### src/rtl/pdc_pkg.sv
package pdc_pkg;

  // ****************************************************************
  // bus geometry
  // ****************************************************************
  localparam int ADDR_W = 8;
  localparam int DATA_W = 16;
  localparam int LFV_W  = 3;

  // ****************************************************************
  // register offsets
  // ****************************************************************
  localparam logic [ADDR_W-1:0] OFS_STEP_UPPER = 8'h15;
  localparam logic [ADDR_W-1:0] OFS_RSVD_A     = 8'h16;
  localparam logic [ADDR_W-1:0] OFS_RSVD_B     = 8'h17;
  localparam logic [ADDR_W-1:0] OFS_SYNTH_CTRL = 8'h18;
  localparam logic [ADDR_W-1:0] OFS_SYNTH_DIV  = 8'h19;

  // ****************************************************************
  // reset values
  // ****************************************************************
  localparam logic [DATA_W-1:0] RST_STEP_UPPER = 16'h0000;
  localparam logic [DATA_W-1:0] RST_RSVD       = 16'h0000;
  localparam logic [DATA_W-1:0] RST_SYNTH_CTRL = 16'h2808;
  localparam logic [DATA_W-1:0] RST_SYNTH_DIV  = 16'h0440;
  localparam logic [DATA_W-1:0] DATA_ZERO      = 16'h0000;

  // ****************************************************************
  // field positions, synth_control
  // ****************************************************************
  localparam int CTL_CLAMP_BIT = 12;
  localparam int CTL_NSYNC_BIT = 11;
  localparam int CTL_RUN_BIT   = 10;
  localparam int CTL_PUMP_HI   = 7;
  localparam int CTL_PUMP_LO   = 6;
  localparam int CTL_PRE_HI    = 5;
  localparam int CTL_PRE_LO    = 3;
  localparam int CTL_LFV_HI    = 2;

  // ****************************************************************
  // field positions, synth_dividers
  // ****************************************************************
  localparam int DIV_M_HI    = 15;
  localparam int DIV_M_LO    = 8;
  localparam int DIV_N_HI    = 7;
  localparam int DIV_N_LO    = 4;
  localparam int DIV_BIAS_HI = 3;
  localparam int DIV_BIAS_LO = 2;

  // prescaler ratio of eight, given for code zero
  localparam logic [3:0] PRE_DIV_MAX = 4'h8;

  // ****************************************************************
  // types
  // ****************************************************************
  typedef enum logic [1:0] {
    PDC_PUMP_NONE   = 2'b00,
    PDC_PUMP_SINGLE = 2'b01,
    PDC_PUMP_UNUSED = 2'b10,
    PDC_PUMP_DUAL   = 2'b11
  } pdc_pump_t;

  typedef struct packed {
    logic [ADDR_W-1:0] addr;
    logic [DATA_W-1:0] wdata;
    logic              wr;
    logic              rd;
  } pdc_bus_req_t;

endpackage

### src/rtl/pdc_synth_regs.sv
// Decided for this implementation: the plain strobed port.
`timescale 1ns/100ps
module pdc_synth_regs (
  input  wire logic                    clk_sys,
  input  wire logic                    rst,
  input  wire pdc_pkg::pdc_bus_req_t   busReq,
  output logic [pdc_pkg::DATA_W-1:0]   busRdata,
  input  wire logic                    syncIn,
  input  wire logic [pdc_pkg::LFV_W-1:0] loopFilterVolt,
  output logic [pdc_pkg::DATA_W-1:0]   stepUpper,
  output logic                         loopFilterClamp,
  output logic                         pllRestart,
  output logic                         nDivSyncPulse,
  output logic                         pllRun,
  output logic                         pllBypass,
  output pdc_pkg::pdc_pump_t           chargePumpSelect,
  output logic [3:0]                   prescaleDiv,
  output logic [8:0]                   mDivide,
  output logic [4:0]                   nDivide,
  output logic [1:0]                   vcoBiasTune
);

  // ****************************************************************
  // decode functions, shared with the checks below except decodeN
  // ****************************************************************

  // unused pump code drives no pump, the safe choice
  function automatic pdc_pkg::pdc_pump_t decodePump(input logic [1:0] code);
    pdc_pkg::pdc_pump_t res;
    res = pdc_pkg::PDC_PUMP_NONE;
    case (code)
      2'b01:   res = pdc_pkg::PDC_PUMP_SINGLE;
      2'b11:   res = pdc_pkg::PDC_PUMP_DUAL;
      default: res = pdc_pkg::PDC_PUMP_NONE;
    endcase
    return res;
  endfunction

  // code zero means the largest ratio, eight
  function automatic logic [3:0] decodePre(input logic [2:0] code);
    return (code == 3'h0) ? pdc_pkg::PRE_DIV_MAX : {1'b0, code};
  endfunction

  // doubled mode shifts the low seven bits up by one
  function automatic logic [8:0] decodeM(input logic [7:0] code);
    return code[7] ? {1'b0, code[6:0], 1'b0} : {2'b00, code[6:0]};
  endfunction

  function automatic logic [4:0] decodeN(input logic [3:0] code);
    return {1'b0, code} + 5'h01;
  endfunction

  // ****************************************************************
  // registers and synchronisers
  // ****************************************************************
  logic [pdc_pkg::DATA_W-1:0] stepUpper_ff;
  logic [pdc_pkg::DATA_W-1:0] rsvdA_ff;
  logic [pdc_pkg::DATA_W-1:0] rsvdB_ff;
  logic [pdc_pkg::DATA_W-1:0] ctrl_ff;
  logic [pdc_pkg::DATA_W-1:0] div_ff;
  logic [pdc_pkg::DATA_W-1:0] rdata_ff;
  logic                       restart_ff;
  logic                       syncS1_ff;
  logic                       syncS2_ff;
  logic                       syncS3_ff;
  logic                       syncLvl_ff;
  logic                       syncPulse_ff;
  logic [pdc_pkg::LFV_W-1:0]  lfvS1_ff;
  logic [pdc_pkg::LFV_W-1:0]  lfvS2_ff;
  logic [pdc_pkg::LFV_W-1:0]  lfvS3_ff;
  logic [pdc_pkg::LFV_W-1:0]  lfv_ff;
  logic                       run_ff;
  logic                       bypass_ff;
  pdc_pkg::pdc_pump_t         pump_ff;
  logic [3:0]                 pre_ff;
  logic [8:0]                 mDiv_ff;
  logic [4:0]                 nDiv_ff;

  // ****************************************************************
  // address decode
  // ****************************************************************
  wire logic hitStep = busReq.addr == pdc_pkg::OFS_STEP_UPPER;
  wire logic hitRsvA = busReq.addr == pdc_pkg::OFS_RSVD_A;
  wire logic hitRsvB = busReq.addr == pdc_pkg::OFS_RSVD_B;
  wire logic hitCtrl = busReq.addr == pdc_pkg::OFS_SYNTH_CTRL;
  wire logic hitDiv  = busReq.addr == pdc_pkg::OFS_SYNTH_DIV;
  wire logic wrStep  = busReq.wr && hitStep;
  wire logic wrRsvA  = busReq.wr && hitRsvA;
  wire logic wrRsvB  = busReq.wr && hitRsvB;
  wire logic wrCtrl  = busReq.wr && hitCtrl;
  wire logic wrDiv   = busReq.wr && hitDiv;

  // low three control bits are the voltage indicator, never stored
  wire logic [pdc_pkg::DATA_W-1:0] ctrlWrVal = {busReq.wdata[15:3], 3'b000};
  wire logic [pdc_pkg::DATA_W-1:0] ctrlRdVal = {ctrl_ff[15:3], lfv_ff};

  wire logic nxt_restart = wrCtrl && ctrl_ff[pdc_pkg::CTL_CLAMP_BIT]
                           && !busReq.wdata[pdc_pkg::CTL_CLAMP_BIT];

  // unmapped addresses read zero
  wire logic [pdc_pkg::DATA_W-1:0] rdMux =
      hitStep ? stepUpper_ff :
      hitRsvA ? rsvdA_ff     :
      hitRsvB ? rsvdB_ff     :
      hitCtrl ? ctrlRdVal    :
      hitDiv  ? div_ff       : pdc_pkg::DATA_ZERO;
  wire logic [pdc_pkg::DATA_W-1:0] nxt_rdata = busReq.rd ? rdMux : pdc_pkg::DATA_ZERO;

  // sync edge, only on a settled rising level
  wire logic syncSettled  = syncS2_ff == syncS3_ff;
  wire logic nxt_syncLvl  = syncSettled ? syncS3_ff : syncLvl_ff;
  wire logic nxt_syncPuls = ctrl_ff[pdc_pkg::CTL_NSYNC_BIT] && nxt_syncLvl && !syncLvl_ff;

  // voltage code taken only when two stages agree
  wire logic [pdc_pkg::LFV_W-1:0] nxt_lfv = (lfvS2_ff == lfvS3_ff) ? lfvS3_ff : lfv_ff;

  // ****************************************************************
  // software registers
  // ****************************************************************

  always_ff @(posedge clk_sys) begin
    if (rst) begin
      stepUpper_ff <= pdc_pkg::RST_STEP_UPPER;
      rsvdA_ff     <= pdc_pkg::RST_RSVD;
      rsvdB_ff     <= pdc_pkg::RST_RSVD;
      ctrl_ff      <= pdc_pkg::RST_SYNTH_CTRL;
      div_ff       <= pdc_pkg::RST_SYNTH_DIV;
    end else begin
      if (wrStep) stepUpper_ff <= busReq.wdata;
      if (wrRsvA) rsvdA_ff <= busReq.wdata;
      if (wrRsvB) rsvdB_ff <= busReq.wdata;
      if (wrCtrl) ctrl_ff <= ctrlWrVal;
      if (wrDiv)  div_ff <= busReq.wdata;
    end
  end

  // read data stands in each cycle after a read strobe cycle, zero otherwise
  always_ff @(posedge clk_sys) begin
    if (rst) rdata_ff <= pdc_pkg::DATA_ZERO;
    else     rdata_ff <= nxt_rdata;
  end

  // ****************************************************************
  // pin synchronisers, three stages each
  // ****************************************************************
  always_ff @(posedge clk_sys) begin
    if (rst) begin
      syncS1_ff <= 1'b0;
      syncS2_ff <= 1'b0;
      syncS3_ff <= 1'b0;
      lfvS1_ff  <= '0;
      lfvS2_ff  <= '0;
      lfvS3_ff  <= '0;
    end else begin
      syncS1_ff <= syncIn;
      syncS2_ff <= syncS1_ff;
      syncS3_ff <= syncS2_ff;
      lfvS1_ff  <= loopFilterVolt;
      lfvS2_ff  <= lfvS1_ff;
      lfvS3_ff  <= lfvS2_ff;
    end
  end

  // settled levels and event pulses
  always_ff @(posedge clk_sys) begin
    if (rst) begin
      syncLvl_ff   <= 1'b0;
      syncPulse_ff <= 1'b0;
      lfv_ff       <= '0;
      restart_ff   <= 1'b0;
    end else begin
      syncLvl_ff   <= nxt_syncLvl;
      syncPulse_ff <= nxt_syncPuls;
      lfv_ff       <= nxt_lfv;
      restart_ff   <= nxt_restart;
    end
  end

  // ****************************************************************
  // decoded pll controls, registered so outputs come from flops
  // ****************************************************************

  always_ff @(posedge clk_sys) begin
    if (rst) begin
      run_ff    <= 1'b0;
      bypass_ff <= 1'b1;
      pump_ff   <= pdc_pkg::PDC_PUMP_NONE;
      pre_ff    <= decodePre(pdc_pkg::RST_SYNTH_CTRL[pdc_pkg::CTL_PRE_HI:pdc_pkg::CTL_PRE_LO]);
      mDiv_ff   <= decodeM(pdc_pkg::RST_SYNTH_DIV[pdc_pkg::DIV_M_HI:pdc_pkg::DIV_M_LO]);
      nDiv_ff   <= decodeN(pdc_pkg::RST_SYNTH_DIV[pdc_pkg::DIV_N_HI:pdc_pkg::DIV_N_LO]);
    end else begin
      run_ff    <= ctrl_ff[pdc_pkg::CTL_RUN_BIT];
      bypass_ff <= !ctrl_ff[pdc_pkg::CTL_RUN_BIT];
      pump_ff   <= decodePump(ctrl_ff[pdc_pkg::CTL_PUMP_HI:pdc_pkg::CTL_PUMP_LO]);
      pre_ff    <= decodePre(ctrl_ff[pdc_pkg::CTL_PRE_HI:pdc_pkg::CTL_PRE_LO]);
      mDiv_ff   <= decodeM(div_ff[pdc_pkg::DIV_M_HI:pdc_pkg::DIV_M_LO]);
      nDiv_ff   <= decodeN(div_ff[pdc_pkg::DIV_N_HI:pdc_pkg::DIV_N_LO]);
    end
  end

  // ****************************************************************
  // outputs
  // ****************************************************************
  assign busRdata         = rdata_ff;
  assign stepUpper        = stepUpper_ff;
  // clamp is the stored bit itself
  assign loopFilterClamp  = ctrl_ff[pdc_pkg::CTL_CLAMP_BIT];
  assign pllRestart       = restart_ff;
  assign nDivSyncPulse    = syncPulse_ff;
  assign pllRun           = run_ff;
  assign pllBypass        = bypass_ff;
  assign chargePumpSelect = pump_ff;
  assign prescaleDiv      = pre_ff;
  assign mDivide          = mDiv_ff;
  assign nDivide          = nDiv_ff;
  // bias tuning passes through; software must choose the normal setting
  assign vcoBiasTune      = div_ff[pdc_pkg::DIV_BIAS_HI:pdc_pkg::DIV_BIAS_LO];
endmodule

### config.mk
export PLATFORM = sky130hd
export DESIGN_NAME = pdc_synth_regs
export DESIGN_NICKNAME = d
export VERILOG_FILES = /design/src/rtl/pdc_pkg.sv /design/src/rtl/pdc_synth_regs.sv
export SDC_FILE = /design/constraint.sdc
export NUM_CORES = 1
export LEC_CHECK = 0
export BUFFER_PORTS_ARGS = -buffer_cell sky130_fd_sc_hd__buf_2
export CAP_MARGIN = 30
export CELL_PAD_IN_SITES_DETAIL_PLACEMENT = 0
export CELL_PAD_IN_SITES_GLOBAL_PLACEMENT = 1
export CORE_MARGIN = 2
export CORE_UTILIZATION = 43
export CTS_BUF_LIST = sky130_fd_sc_hd__clkbuf_4
export DETAILED_ROUTE_END_ITERATION = 8
export GPL_ROUTABILITY_DRIVEN = 0
export PLACE_DENSITY = 0.9
export RECOVER_POWER = 25
export SYNTH_ARGS = -nofsm -noshare
export SYNTH_HDL_FRONTEND = slang
export SYNTH_SLANG_ARGS = --single-unit
### constraint.sdc
create_clock -name clk_sys -period 1.7 [get_ports clk_sys]
set_input_delay 0.255 -clock clk_sys [delete_from_list [all_inputs] [get_ports clk_sys]]
set_output_delay 0.255 -clock clk_sys [all_outputs]
set_load 0.05 [all_outputs]
=== After elaboration in Yosys (flattened, before gate mapping) ===
Index checks and enable logic that the tools add are counted.
Widths: inputs -> output; s select.

* Flip-flop bits (word level): 133
* Input bits: 32
* Word-level logic and storage cells: 63

* Add/sub/neg operators: 1
* Equality and inequality tests: 9
* Multiplexer cells: 9
* Bitwise gates (word level): 2
* Reductions and logical operators: 17

{| class="wikitable"
|+ Operator list
! operator !! number
|-
| $mux 16 || 5
|-
| $eq 8x5->1 const B || 5
|-
| $logic_and 1x1->1 || 9
|-
| $reduce_or 2->1 || 4
|-
| $mux 7 || 1
|-
| $add 4x1->5 const B || 1
|-
| $mux 4 || 1
|-
| $pmux 2 s2 || 1
|-
| $eq 3x3->1 || 1
|-
| $logic_not 1->1 || 3
|-
| $logic_not 3->1 || 1
|-
| $eq 2x1->1 const B || 1
|-
| $eq 2x2->1 const B || 1
|-
| $not 1->1 || 2
|-
| $eq 1x1->1 || 1
|-
| $mux 1 || 1
|}

=== Longest topological paths before layout ===
* Word-level depth: 6
* Mapped depth: 7
* Depth with buffers taken out: 4

=== Worst setup path after synthesis ===
Ideal clock, no wire load.

* Kind: input-to-reg
* From: input busReq[18] (netlist name)
* To: register ctrl_ff[12] (netlist name)
* Data arrival time: 1399 ps
* Slack: 173 ps
* Cell stages on the path: 6
* Path buffers: 2
* Path through: buf_4 -> nor4b_4 -> nand3_4 -> buf_6 -> mux2i_1 -> nor2_1

* Cells in the longest elaborated chain, start to end: 2

{| class="wikitable"
|+ Ends and longest elaborated chain
! element !! RTL line !! source
|-
| start: declaration || pdc_synth_regs.sv:6 || <nowiki>input wire pdc_pkg::pdc_bus_req_t busReq,</nowiki>
|-
| $eq 8x5->1 || pdc_synth_regs.sv:85 || <nowiki>wire logic hitCtrl = busReq.addr == pdc_pkg::OFS_SYNTH_CTRL;</nowiki>
|-
| $logic_and 1x1->1 || pdc_synth_regs.sv:90 || <nowiki>wire logic wrCtrl = busReq.wr && hitCtrl;</nowiki>
|-
| end signal: assignment || pdc_synth_regs.sv:126 || <nowiki>ctrl_ff <= pdc_pkg::RST_SYNTH_CTRL;</nowiki>
|-
| end signal: assignment || pdc_synth_regs.sv:132 || <nowiki>if (wrCtrl) ctrl_ff <= ctrlWrVal;</nowiki>
|-
| end: declaration || pdc_synth_regs.sv:59 || <nowiki>logic [pdc_pkg::DATA_W-1:0] ctrl_ff;</nowiki>
|}

No other way between the ends.
A chain may end at the register's enable or synchronous reset.

=== Worst setup path in the final report ===
* From: input busReq[23] (netlist name)
* To: register div_ff[10] (netlist name)

* Cells in the longest elaborated chain, start to end: 2

{| class="wikitable"
|+ Ends and longest elaborated chain
! element !! RTL line !! source
|-
| $eq 8x5->1 || pdc_synth_regs.sv:86 || <nowiki>wire logic hitDiv = busReq.addr == pdc_pkg::OFS_SYNTH_DIV;</nowiki>
|-
| $logic_and 1x1->1 || pdc_synth_regs.sv:91 || <nowiki>wire logic wrDiv = busReq.wr && hitDiv;</nowiki>
|-
| end signal: assignment || pdc_synth_regs.sv:127 || <nowiki>div_ff <= pdc_pkg::RST_SYNTH_DIV;</nowiki>
|-
| end signal: assignment || pdc_synth_regs.sv:133 || <nowiki>if (wrDiv) div_ff <= busReq.wdata;</nowiki>
|-
| end: declaration || pdc_synth_regs.sv:60 || <nowiki>logic [pdc_pkg::DATA_W-1:0] div_ff;</nowiki>
|}

No other way between the ends.

==> results by stage <==
Cells and area:
- The library cell used most frequently in the layout, excluding fill and tap cells, is sky130_fd_sc_hd__dfxtp_1.
- After the last flow step, the layout net total stands at 699.
- The relative area change from synthesis to final layout is 21.96%.
- In the final layout, the share of cells above drive strength 1 is 0.2165.
- The top cell types in the final layout, fill and taps aside, are 132 x sky130_fd_sc_hd__dfxtp_1, 100 x sky130_fd_sc_hd__nand2_1, 88 x sky130_fd_sc_hd__buf_2.
- The number of fillers in the final layout is 1065.
- Across the whole layout, storage elements account for 0.002643 sq mm.
- The multi-input combinational cells in the finished layout cover a total of 0.002151 sq mm.

Worst hold path:
- The startpoint identified for the worst hold timing path is busReq[1].
- The worst hold path class is in2reg.
- The worst hold path passes through 3 cells.
- The path with the worst hold slack has its endpoint at ctrl_ff[13].

Pwr:
- The total power per unit cell area is 938.9 mW/mm^2.
- The cell leakage power is 0.002596 uW.
- The worst-case IR drop observed on VDD is 0.0005192 V.

Route:
- The post-detailed-routing wire length is 12920 um.
- The DRC violations left is 0.
- In this run the remaining antenna-violating nets after routing total 0.
- In this run, the number of DRC markers left after iteration 0 of detailed routing was 234.
- Dividing the detail-routed wire length by the instance count gives 15.70 um.
- The detailed router placed 4343 vias in this run.
- The number of optimization iterations in the first detailed-route pass is 6.
- The average vias per placed instance is 5.277.

Worst setup path:
- The endpoint identified for the worst register-to-register timing path is busRdata[15].
- The slowest stage of the critical path belongs to the cell sky130_fd_sc_hd__clkbuf_1.
- The worst setup path is launched from an input pin.
- The largest fanout on the critical path is 18.
- Traced cell by cell, the critical path runs through buf_2 -> nor4b_1 -> clkbuf_1 -> nand3_1 -> clkbuf_2 -> a211o_1.
- The cell class contributing the biggest share of worst-path delay is buffers and inverters.
- The data arrival time of the critical path is 1980 ps.
- The worst setup path is of the in2reg kind.
- The kind of end point of the critical path is a flop.
- The stage delay of the slowest cell on the critical path is 420 ps.
- The startpoint identified for the worst register-to-register timing path is div_ff[15].
- The setup slack on the worst flop-to-flop path is 450 ps.
- The number of buffer and inverter instances along the worst setup path is 3.
- For the worst setup path, the data required time is 2140 ps.
- The worst reg2reg path depth is 3.

Clock network:
- Clock latency on the worst-skew pair, taken at its later pin, is 540 ps.
- Clock-pin slew was measured on the worst setup and hold paths at 120 ps.
- The depth of the CTS H-tree is 4.
- Once the clock tree was built, the resizer swapped 0 gates to a different size.
- Clock tree synthesis found a total of 132 sinks.
- TritonCTS built the clock tree.
- The number of hold buffers added after CTS is 20.
- After clock tree synthesis, the setup repair step added 0 buffers.
- CTS placed an instance of sky130_fd_sc_hd__clkbuf_4 at the clock tree root.
- The longest clock path from root to sink contains 2 buffers.
- Counting the buffers created by CTS gives 17.

Logic synthesis:
- In the synthesized netlist the dominant register cell turns out to be sky130_fd_sc_hd__dfxtp_1.
- Ranked by total cell area, the synthesized netlist is headed by sky130_fd_sc_hd__dfxtp_1 52%, sky130_fd_sc_hd__nand2_1 7.4%, sky130_fd_sc_hd__a21oi_1 6.4%, sky130_fd_sc_hd__mux2i_1 6.1%, sky130_fd_sc_hd__nor2_1 5.2%.
- The number of enable flip-flop cells after synthesis is 0.
- The area share of the leading cell type in the synthesized netlist is 0.5229.
- For this run, the number of Yosys warnings is 0.
- The unique cell type count in the Yosys netlist is 42.
- The largest total area in the synthesized netlist belongs to sky130_fd_sc_hd__dfxtp_1.
- Counting every net in the synthesized netlist gives 593.
- The count of state elements after synthesis is 132.
- The share of synthesized registers carrying an async set or reset is 0.
- The synthesized netlist occupies a cell area of 0.005054 sq mm.
- For this run, the register share of the synthesized area comes to 0.5229.
- The synthesized area per cell is 9.024 sq um.
- The synthesized instance count is 560.

Global routing:
- The initial antenna violation count came to 1.
- The wire length of the first global-routing pass is 21250 um.
- The final global-route overflow total is 0.
- The via count of the first global-routing pass is 4192.
- For this run, the total global-route usage over all layers was measured as 0.2118.
- Entering global routing, the biggest net connects 44 pins.

Floorplan:
- The initialized floorplan defines 39 standard-cell rows.
- The number of top-level pins is 91.
- The floorplan die width is 112.4 um.
- For this configuration, the core starts out at a cell density of 0.4407.
- The die outline area is 0.01264 sq mm.
- The area of the core region is 0.01147 sq mm.
- The y dimension of the die is 112.4 um.

Placed design:
- Prior to clock tree synthesis, the placed netlist has a worst setup slack of 4.899 ps.
- The count of buffers from port buffering is 89.
- After legalization and detailed placement, the total HPWL measured 8785 um.

STA:
- Setup repair after global routing left no endpoint under its margin.
- For the final routed database, the setup TNS stands at 0 ps.
- The transition time of the tightest slew-check pin is 875.7 ps.
- The smallest setup slack after layout is 152.6 ps.
- Setup violations remaining at the end of the flow were counted as 0.
- The clock arrives with 18.23 ps of skew.
- The hold violation count in the final report is 0.
- The worst pin sits at a relative slew slack of 0.4162.
- The number of max-slew violations in the final report is 0.
- The final period demand of the worst path is 1547 ps.
- Dividing the final minimum period by the clock period gives 0.9103.
- The fmax is 0.6462 GHz.

Status:
- The run finished with clean final reports.

Job:
- The tool flagged a number of max-cap violations equal to 0.
[worst reg2reg max path: stages, from the launching register on]
cell                      delay [ps]
sky130_fd_sc_hd__dfxtp_1         680
sky130_fd_sc_hd__a22oi_1         200
sky130_fd_sc_hd__o32a_1          200
sky130_fd_sc_hd__nor2_1           90
[logic make-up (layout without fill, tap and decap cells)]
| kind of cell | Yosys count | in the layout | share of synthesized area |
|---|---|---|---|
| simple gates | 218 | 218 | 0.2008 |
| flops | 132 | 132 | 0.5229 |
| compound gates | 124 | 124 | 0.1538 |
| buf+inv | 48 | 167 | 0.04927 |
| mux | 31 | 31 | 0.06140 |
| xor+xnor | 5 | 5 | 0.008665 |
| fa+ha+maj | 1 | 1 | 0.002475 |
| other cells | 1 | 2 | 0.0007420 |
[cell usage after synthesis, types with 2 or more instances]
library cell	instances
sky130_fd_sc_hd__nand2b_1	3
sky130_fd_sc_hd__a211o_1	6
sky130_fd_sc_hd__mux2i_1	31
sky130_fd_sc_hd__inv_1	6
sky130_fd_sc_hd__buf_4	10
sky130_fd_sc_hd__and2_1	2
sky130_fd_sc_hd__dfxtp_1	132
sky130_fd_sc_hd__a22oi_1	16
sky130_fd_sc_hd__nand4_1	3
sky130_fd_sc_hd__and4_1	3
sky130_fd_sc_hd__o21ai_0	17
sky130_fd_sc_hd__nor2_1	70
sky130_fd_sc_hd__buf_2	5
sky130_fd_sc_hd__xnor2_1	4
sky130_fd_sc_hd__nor2b_1	21
sky130_fd_sc_hd__buf_6	3
sky130_fd_sc_hd__nand2_1	100
sky130_fd_sc_hd__clkbuf_1	21
sky130_fd_sc_hd__o32a_1	16
sky130_fd_sc_hd__nor4b_4	2
sky130_fd_sc_hd__a21oi_1	65
sky130_fd_sc_hd__clkbuf_2	2
sky130_fd_sc_hd__nand3_1	3
[worst max-delay path by stage]
stage,depth (start not counted),slack [ps],startpoint,end
after CTS,1,190,stepUpper[15],stepUpper[15]
after floorplan,6,170,busReq[18],ctrl_ff[12]
after global placement,6,40,busReq[23],busRdata[14]
after detailed placement,6,5,busReq[23],busRdata[6]
final,6,150,busReq[23],div_ff[10]
after global routing,7,100,busReq[23],div_ff[14]
[area by class of cell]
| type | count | area share |
|---|---|---|
| well taps | 143 | 0.02903 |
| clock buffers | 20 | 0.02436 |
| multi-input cells | 380 | 0.3490 |
| clock inverters | 12 | 0.02944 |
| diodes | 1 | 0.0004060 |
| repair buffers | 129 | 0.1354 |
| inverters | 6 | 0.003654 |
| flip-flops and latches | 132 | 0.4287 |
[through the flow]
stage | instance area [sq um] | util | instances | total power, uW | hold slack, ps
2_1_floorplan | 5054 | - | 560 | 3345 | 326.1
3_3_place_gp | 5679 | 0.4953 | 770 | 3460 | 427.3
3_5_place_dp | 5679 | 0.4953 | 770 | 3465 | 428.2
4_1_cts | 6211 | 0.5416 | 822 | 5844 | 97.25
5_1_grt | 6163 | 0.5375 | 823 | 6010 | 187.3
6_report | 6163 | 0.5375 | 823 | 5787 | 205.6
[report_power, final]
part / internal (uW) / switching [uW] / leakage (uW)
Clock: 1220 / 1140 / 0.000177
Combinational: 118 / 193 / 0.00135
Sequential: 3110 / 8.24 / 0.00107
[state kept, by name, summed over array words and instances, names as in the netlist]
signal and count:
rsvdB_ff 16, rsvdA_ff 16, nDivSyncPulse 1, nDivide 5
pllRestart 1, syncLvl_ff 1, lfvS1_ff 3, pllRun 1
div_ff 16, prescaleDiv 4, syncS3_ff 1, syncS1_ff 1
mDivide 8, lfvS2_ff 3, lfvS3_ff 3, ctrl_ff 13
stepUpper 16, pllBypass 1, busRdata 16, lfv_ff 3
chargePumpSelect 2, syncS2_ff 1
[metal layers]
layer	global-route usage	vias up	routed length, um
met2	0.3229	157	5715
met1	0.2925	2041	6138
met3	0.05022	21	843
met4	0.08130	0	220
met5	0	-	0
li1	-	2124	-
No activity file was read; power rests on OpenSTA's default activity.
